File: src/inc/bus_arb_pkg.sv
// Package: cycle kinds, bus states, arbiter state record and reset values
package bus_arb_pkg;

    // *********************************************
    // Bus cycle kinds and bus states
    // *********************************************
    typedef enum logic [2:0] {
        K_MEMRD, K_IORD, K_FETCH, K_IRQ_ACKNOWLEDGE, K_MEMWR, K_IOWR, K_HALT, K_REFRESH
    } kind_t;

    typedef enum logic [3:0] {
        S_IDLE, S_T1, S_T2, S_T3, S_T4, S_HALT, S_GRANT, S_HOLD, S_YIELD
    } busst_t;

    // Reads that reload the code segment and pointer after halt
    localparam logic [1:0] RELOAD_READS = 2'h2;
    localparam logic [1:0] RELOAD_NONE = 2'h0;
    localparam logic [1:0] RELOAD_STEP = 2'h1;

    // *********************************************
    // Whole arbiter state
    // *********************************************
    typedef struct packed {
        busst_t bst;
        kind_t kind;
        logic testMeta;
        logic testSync;
        logic refPend;
        logic lockArm;
        logic lockEnd;
        logic lockOn;
        logic intaSeq;
        logic intaSecond;
        logic haltRet;
        logic [1:0] reloadCnt;
        logic grant;
        logic ctrlFlt;
        logic dataFlt;
        logic dir;
        logic lock_n;
        logic suspend;
        logic halted;
        logic cycStart;
        logic cycDone;
        logic irqAccept;
    } st_t;

    localparam st_t ST_RESET = '{
        bst: S_IDLE, kind: K_MEMRD, testMeta: 1'h0, testSync: 1'h0,
        refPend: 1'h0, lockArm: 1'h0, lockEnd: 1'h0, lockOn: 1'h0,
        intaSeq: 1'h0, intaSecond: 1'h0, haltRet: 1'h0, reloadCnt: 2'h0,
        grant: 1'h0, ctrlFlt: 1'h0, dataFlt: 1'h0, dir: 1'h1, lock_n: 1'h1,
        suspend: 1'h0, halted: 1'h0, cycStart: 1'h0, cycDone: 1'h0,
        irqAccept: 1'h0
    };

endpackage

File: src/verilog/bus_hold_lock_halt_arbiter.sv
// Bus ownership, lock, halt and wait arbiter of the bus interface unit
`timescale 1ns/1ns

module bus_hold_lock_halt_arbiter
    import bus_arb_pkg::*;
(
    input wire logic mclk,
    input wire logic reset,
    input wire logic holdReq,
    input wire logic refreshReq,
    input wire logic nmiReq,
    input wire logic irqReq,
    input wire logic testIn,
    input wire logic waitExec,
    input wire logic lockPrefix,
    input wire logic lockedInstrDone,
    input wire logic prefixActive,
    input wire logic repString,
    input wire logic cycleReq,
    input wire kind_t cycleKind,
    input wire logic oddSecond,
    input wire logic ready,
    input wire logic powerDown,
    output logic busGrantOut,
    output logic lockOut_n,
    output logic transceiverDirection,
    output logic ctrlFloat,
    output logic dataFloat,
    output logic execSuspended,
    output logic haltActive,
    output logic busCycleStart,
    output logic busCycleDone,
    output kind_t cycleKindOut,
    output logic irqAccept
);

    // *********************************************
    // State and arbitration terms
    // *********************************************
    st_t q;
    st_t n;
    logic locked;
    logic exempt;
    logic intOk;
    logic refOk;
    logic holdOk;
    logic refNew;

    assign locked = q.lockOn | q.intaSeq;
    // Halt, wait and repeat string take interrupts mid-instruction
    assign exempt = repString | waitExec | (q.bst == S_HALT);
    assign intOk = (nmiReq | irqReq) & (~prefixActive | exempt);
    assign refOk = q.refPend & ~locked & (~prefixActive | exempt);
    assign holdOk = holdReq & ~locked;
    // Refresh posted at this edge, not yet recorded as pending
    assign refNew = refreshReq & ~locked & (~prefixActive | exempt);

    // *********************************************
    // Start of a bus cycle at T1
    // *********************************************
    function automatic st_t launch(input st_t s, input kind_t k);
        st_t r;
        r = s;
        r.bst = S_T1;
        r.kind = k;
        r.cycStart = 1'b1;
        r.dir = !(k inside {K_MEMRD, K_IORD, K_FETCH, K_IRQ_ACKNOWLEDGE});
        if (s.lockArm) begin
            r.lockOn = 1'b1;
            r.lockArm = 1'b0;
        end else if (s.lockEnd) begin
            r.lockOn = 1'b0;
            r.lockEnd = 1'b0;
        end
        if (k == K_IRQ_ACKNOWLEDGE) begin
            r.intaSeq = 1'b1;
        end
        if (k == K_REFRESH) begin
            r.refPend = 1'b0;
        end
        return r;
    endfunction

    // Choice at a cycle boundary: refresh, hold, halt return, reload, request
    function automatic st_t pick(input st_t s);
        st_t r;
        r = s;
        r.bst = S_IDLE;
        if (refOk) begin
            r = launch(s, K_REFRESH);
        end else if (refNew) begin
            r.bst = S_IDLE;
        end else if (holdOk) begin
            r.ctrlFlt = 1'b1;
            r.bst = S_GRANT;
        end else if (s.haltRet) begin
            r.haltRet = 1'b0;
            r.bst = S_HALT;
        end else if (s.reloadCnt != RELOAD_NONE) begin
            r = launch(s, K_MEMRD);
            r.reloadCnt = s.reloadCnt - RELOAD_STEP;
        end else if (cycleReq) begin
            r = launch(s, cycleKind);
        end
        return r;
    endfunction

    // *********************************************
    // Next state
    // *********************************************
    always_comb begin
        n = q;
        n.testMeta = testIn;
        n.testSync = q.testMeta;
        n.cycStart = 1'b0;
        n.cycDone = 1'b0;
        n.irqAccept = intOk;
        unique case (q.bst)
            S_IDLE: begin
                n = pick(n);
            end
            S_T1: begin
                n.bst = S_T2;
            end
            S_T2: begin
                n.bst = S_T3;
            end
            S_T3: begin
                if (ready) begin
                    n.bst = S_T4;
                end
            end
            S_T4: begin
                n.cycDone = 1'b1;
                if (q.kind == K_HALT) begin
                    n.bst = S_HALT;
                end else if (q.kind == K_IRQ_ACKNOWLEDGE && !q.intaSecond) begin
                    n.intaSecond = 1'b1;
                    n = launch(n, K_IRQ_ACKNOWLEDGE);
                end else if (oddSecond && q.kind != K_IRQ_ACKNOWLEDGE) begin
                    n = launch(n, cycleKind);
                end else begin
                    if (q.kind == K_IRQ_ACKNOWLEDGE) begin
                        n.intaSeq = 1'b0;
                        n.intaSecond = 1'b0;
                    end
                    n = pick(n);
                end
            end
            S_HALT: begin
                if (intOk) begin
                    n.bst = S_IDLE;
                    n.reloadCnt = RELOAD_READS;
                end else if (!powerDown && (refOk || holdOk)) begin
                    n.haltRet = 1'b1;
                    n = pick(n);
                end
            end
            S_GRANT: begin
                n.grant = 1'b1;
                n.dataFlt = 1'b1;
                n.bst = S_HOLD;
            end
            S_HOLD: begin
                if (q.refPend) begin
                    n.grant = 1'b0;
                    n.bst = S_YIELD;
                end else if (!holdReq) begin
                    n.grant = 1'b0;
                    n.ctrlFlt = 1'b0;
                    n.dataFlt = 1'b0;
                    n.bst = S_IDLE;
                end
            end
            S_YIELD: begin
                if (!holdReq) begin
                    n.ctrlFlt = 1'b0;
                    n.dataFlt = 1'b0;
                    n.bst = S_IDLE;
                end
            end
            default: begin
                n.bst = S_IDLE;
            end
        endcase
        // Events arriving with their clear are kept
        if (refreshReq) begin
            n.refPend = 1'b1;
        end
        if (lockPrefix) begin
            n.lockArm = 1'b1;
        end
        if (lockedInstrDone || (intOk && q.lockOn && repString)) begin
            n.lockEnd = 1'b1;
        end
        n.suspend = waitExec & q.testSync & ~intOk;
        n.lock_n = ~(n.lockOn | n.intaSeq);
        n.halted = (n.bst == S_HALT);
    end

    always_ff @(posedge mclk or posedge reset) begin
        if (reset) begin
            q <= ST_RESET;
        end else begin
            q <= n;
        end
    end

    assign busGrantOut = q.grant;
    assign lockOut_n = q.lock_n;
    assign transceiverDirection = q.dir;
    assign ctrlFloat = q.ctrlFlt;
    assign dataFloat = q.dataFlt;
    assign execSuspended = q.suspend;
    assign haltActive = q.halted;
    assign busCycleStart = q.cycStart;
    assign busCycleDone = q.cycDone;
    assign cycleKindOut = q.kind;
    assign irqAccept = q.irqAccept;
endmodule

File: config.mk
export PLATFORM = sky130hd
export DESIGN_NAME = bus_hold_lock_halt_arbiter
export DESIGN_NICKNAME = d
export VERILOG_FILES = /design/src/inc/bus_arb_pkg.sv /design/src/verilog/bus_hold_lock_halt_arbiter.sv
export SDC_FILE = /design/constraint.sdc
export NUM_CORES = 1
export LEC_CHECK = 0
export ABC_AREA = 1
export BUFFER_PORTS_ARGS = -buffer_cell sky130_fd_sc_hd__buf_2
export CORE_MARGIN = 4
export CORE_UTILIZATION = 50
export DETAILED_ROUTE_END_ITERATION = 8
export GPL_TIMING_DRIVEN = 0
export PLACE_DENSITY = 0.74
export SYNTH_ARGS = -nofsm -noshare
export SYNTH_HDL_FRONTEND = slang
export SYNTH_SLANG_ARGS = --single-unit
File: constraint.sdc
create_clock -name mclk -period 4.4 [get_ports mclk]
set_clock_uncertainty 0.2 [all_clocks]
set_input_delay 0.22 -clock mclk [delete_from_list [all_inputs] [get_ports mclk]]
set_output_delay 0.22 -clock mclk [all_outputs]
set_load 0.05 [all_outputs]
# After elaboration in Yosys (flattened, before gate mapping)
# Index checks and enable logic that the tools add are counted.
# op_classes
n_addsub	1
n_eq_ne	92
mux	106
bitwise	22
n_reduce_logical	31
# ops
cell	n
$mux W28	12
$mux W25	4
$mux W24	3
$mux W2	31
$mux W27	2
$ne A4 B4 Y1 const B	13
$ne A2 B2 Y1 const B	25
$ne A5 B5 Y1 const B	10
$ne A6 B6 Y1 const B	8
$pmux W14 S3	1
$mux W12	3
$mux W4	9
$ne A3 B3 Y1 const B	12
$pmux W4 S9	1
$mux W15	2
$reduce_and A15 Y1	2
$reduce_and A13 Y1	2
$mux W1	23
$mux W11	2
$pmux W7 S3	1
$eq A4 B3 Y1 const B	5
$reduce_and A18 Y1	1
$mux W8	2
$reduce_and A16 Y1	1
31 further kinds	77
# word_totals
ff_bits	28
in_bits	19
output_inout_bits	13
word_cells	274

# Longest topological paths before layout
# logic_depth
ltp_word	33
depth_mapped	14
depth_no_buf	14

# Least setup slack after synthesis
# OpenSTA, ideal clock, no wires.
# synth_timing
kind	flip-flop to flip-flop
start	reg q[24] (netlist bit)
end	reg q (netlist bit ctrlFloat)
setup_time_ns	0.119
arrival_time_ns	1.391
t_required_ns	4.081
path_slack_ns	2.690
stages_incl_launch_ff	14
synth_period_minus_slack_ns	1.710
cell_sequence	dfrtp_1 > inv_2 > nor2_2 > nand2_2 > nand2_4 > nand2_4 > nand2_4 > nand2_2 > nand2_2 > inv_1 > nor2_2 > nand2_1 > nand2_1 > nand2_1
# synth_between
elab_chain_cells	8
# synth_lines
element	line_no	rtl
start: declaration	bus_hold_lock_halt_arbiter.sv:40	st_t q;
start signal: assignment	bus_hold_lock_halt_arbiter.sv:205	q <= n;
$eq A4 B3 Y1	bus_hold_lock_halt_arbiter.sv:51, bus_hold_lock_halt_arbiter.sv:118	
$or A1 B1 Y1	bus_hold_lock_halt_arbiter.sv:51	assign exempt = repString | waitExec | (q.bst == S_HALT);
$or A1 B1 Y1	bus_hold_lock_halt_arbiter.sv:52, bus_hold_lock_halt_arbiter.sv:53, bus_hold_lock_halt_arbiter.sv:56	
$and A1 B1 Y1	bus_hold_lock_halt_arbiter.sv:53	assign refOk = q.refPend & ~locked & (~prefixActive | exempt);
$logic_or A1 B1 Y1	bus_hold_lock_halt_arbiter.sv:154	end else if (!powerDown && (refOk || holdOk)) begin
$logic_and A1 B1 Y1	bus_hold_lock_halt_arbiter.sv:154	
$ne A2 B1 Y1 (no source line)	-	
$reduce_and A18 Y1 (no source line)	-	
# Several ways; a longest one is shown, not always the timed one.
# A chain may end at the register's enable or synchronous reset.

# Worst setup path after layout
# layout_timing
start	in waitExec
end	reg q (netlist bit ctrlFloat)
# layout_between
elab_chain_cells	8
# layout_lines
element	line_no	rtl
start: declaration	bus_hold_lock_halt_arbiter.sv:14	input wire logic waitExec,
$or A1 B1 Y1 (*) (2 in series)	bus_hold_lock_halt_arbiter.sv:51	
$or A1 B1 Y1 (*)	bus_hold_lock_halt_arbiter.sv:52, bus_hold_lock_halt_arbiter.sv:53, bus_hold_lock_halt_arbiter.sv:56	
$and A1 B1 Y1	bus_hold_lock_halt_arbiter.sv:53	
$logic_or A1 B1 Y1	bus_hold_lock_halt_arbiter.sv:154	
$logic_and A1 B1 Y1	bus_hold_lock_halt_arbiter.sv:154	
$ne A2 B1 Y1 (no source line)	-	
$reduce_and A18 Y1 (no source line) (*)	-	
# Mark *: on every way between the ends. The rest lies on a longest branch, timed or not.

==> reports/results.ini <==
[run_status]
status=complete, but fails checks
violations=negative hold slack

[clock_network]
clock-sinks=28
cts_hold_buf=4
cts_tree=built
cts-root-buf=clkbuf_8
cts_resized=0
cts_setup_buffers=0
cts_inserted_buffers=3
clock_path_buffers=2
path_clk_slew_ps=100
htree_levels=1
worstSkewPairLatency_ps=270

[critical_path]
crit_required_ps=4380
end_kind=flop
critPathKind=input port to flop
r2r-start=q[24]
worst-path-max-fanout=8
startpoint_type=input port
crit_start=waitExec
cp_data_arrival_time_ps=2100

[floorplanning]
dieArea_sq_um=5170
core_sq_um=3799
rows=22
io_pins=32
start_util_pct=53.75
die_w_um=71.91
die_y_um=71.91

[timing]
slew_headroom_pct=29.23
worst_pin_slew_ps=1060
period_needed_ps=2121
slew_violations=0
finalSetupTns_ps=0
hold_viol=19
setup_viol=0
hold-worst-slack_ps=-8.697
rsz0062_at_grt=false
fin_crit_sh_pct=48.21
fmax_mhz=471.5

[place]
place_congestion=0.9298
io_buffer_count=31
place_area_sq_um=2257
dp.final_hpwl_um=4413

[power]
p_leak_nw=1.276
netSwitchingFraction_pct=55.31
pwr-share-seq_pct=27.7
clkPwrFrac_pct=9.0
p_sw_w=0.0009018
internal_power_w=0.0007286
pwr-share-comb_pct=63.2
total_power_w=0.001630
powerDensity_nw_per_um2=696.1
ir_drop_v=0.0002987

[cells_and_area]
antenna_cells=0
largest_reg_flops=15
postLayoutCellArea_sq_um=2342
drive_gt1_share_pct=19.26
final_util_pct=61.66
area.growth.synth_to_final_pct=14.71
top_register=q
fillers=375
fin_nets=373

[routing]
ant_nets=0
drt_first_pass_iters=5
vias=2125
drt-total-wl_um=5611
wire_per_inst_um=13.99
drt-vias-per-instance=5.299
drc=0
drt_iter0_markers=259

[global_route]
grt_pass1_vias=1926
grt.overflow.total=0
grt_pass1_wl_um=9239
grt_usage_pct=22.37
grt_antenna_before_repair=0
grt_max_degree=29

[synth]
synth.area.top_cells=dfrtp_1 32%, nand2_1 17%, nor2_1 7.7%, inv_1 7.0%, nand3_1 6.6%
synth_top_area_share_pct=31.86
postSynthCellCount=314
yosysWarnings=0
synth_cell_types=29
syn-num-nets=333
netlist_area_sq_um=2042
ys_seq_area_share_pct=34.44
yosys_register_bits=28
syn_area_per_cell_sq_um=6.503
synth_top_area_cell=dfrtp_1

[hold_path]
hold_path_class=input port to async pin

[job]
maxCapViolCount=0

worst max-delay path, cell delays in order:
cell and delay (ps):
dlygate4sd3_1 530, buf_2 130, inv_1 70, nand2_1 60, nor2_1 210, nand2_4 120, o21ai_2 180, nor2_1 100
nor3_1 280, nand2_1 90, nand2_1 70, nand2_1 40
logic make-up after synthesis:
kind of cell	synth area share [%]
AO/OA/AOI/OAI	13.11
buffers and inverters	9.191
flip-flops	34.44
AND/OR/NAND/NOR	43.26
metrics by stage:
stage	setup WS (ps)	cells
floorplan	2690	314
global placement	2307	393
detailed placement	2337	393
CTS	2269	401
global route	2104	401
finish	2279	401
layer usage:
metal	global-route usage [%]	share of wire (%)	vias to the layer above
li1	-	-	1085
met1	33.97	47	938
met2	34.49	43	98
met3	3.324	9.2	4
met4	3.132	0.64	0
met5	0	0	-
final timing paths:
check	to	slack, ps	cells past startpoint
setup / recovery	ctrlFloat	2280	12
hold / removal	dataFloat	-9	2
setup reg to reg	haltActive	2290	11
hold reg to reg	q[19]	180	0
max in group asynchronous	q[16]	3370	2
min in group mclk	cycleKindOut[0]	30	3
power by group through the flow:
stage               sequential [W]  clock (W)  combinational (W)
floorplan                 0.000542          0           0.000696
global placement          0.000452          0            0.00102
detailed placement        0.000456          0            0.00102
CTS                       0.000451   0.000152            0.00103
global route              0.000468   0.000165            0.00114
finish                    0.000452   0.000147            0.00103
synth_stat cells (all sizes together):
library cell / instances
nand3: 28
nor3: 3
nor3b: 1
dfrtp: 26
a31o: 1
a22oi: 1
nand2: 104
o211ai: 3
o31ai: 1
nor2: 51
inv: 44
buf: 3
o21a: 1
o21ai: 19
nand4: 7
a21boi: 2
o41ai: 1
a21oi: 14
dfstp: 2
a31oi: 1
o21bai: 1
cell usage in the layout (no fill, tap or decap), types with 2 or more instances in the layout:
cell / count
nand2_2: 6
buf_2: 31
o21ai_1: 2
nor2_1: 42
inv_1: 38
o211ai_1: 3
o21ai_2: 3
a21boi_0: 2
inv_2: 6
buf_4: 3
dfrtp_1: 26
nor3_1: 3
dlygate4sd3_1: 4
nor2_2: 3
dfstp_2: 2
nand2_4: 3
nand3_1: 27
nand2_1: 95
nand4_1: 7
clkbuf_8: 3
a21oi_1: 14
nor2_4: 6
o21ai_0: 14
area by class of cell:
class	instances	area [sq um]	area share (%)
plain buffers	3	22.52	0.9615
clock buffers	4	45.04	1.923
flip-flops and latches	28	703.2	30.02
inverters	44	165.2	7.051
repair buffers	35	195.2	8.333
well taps	48	60.06	2.564
multi-input cells	239	1151	49.15
No activity file was read; power rests on OpenSTA's default activity.
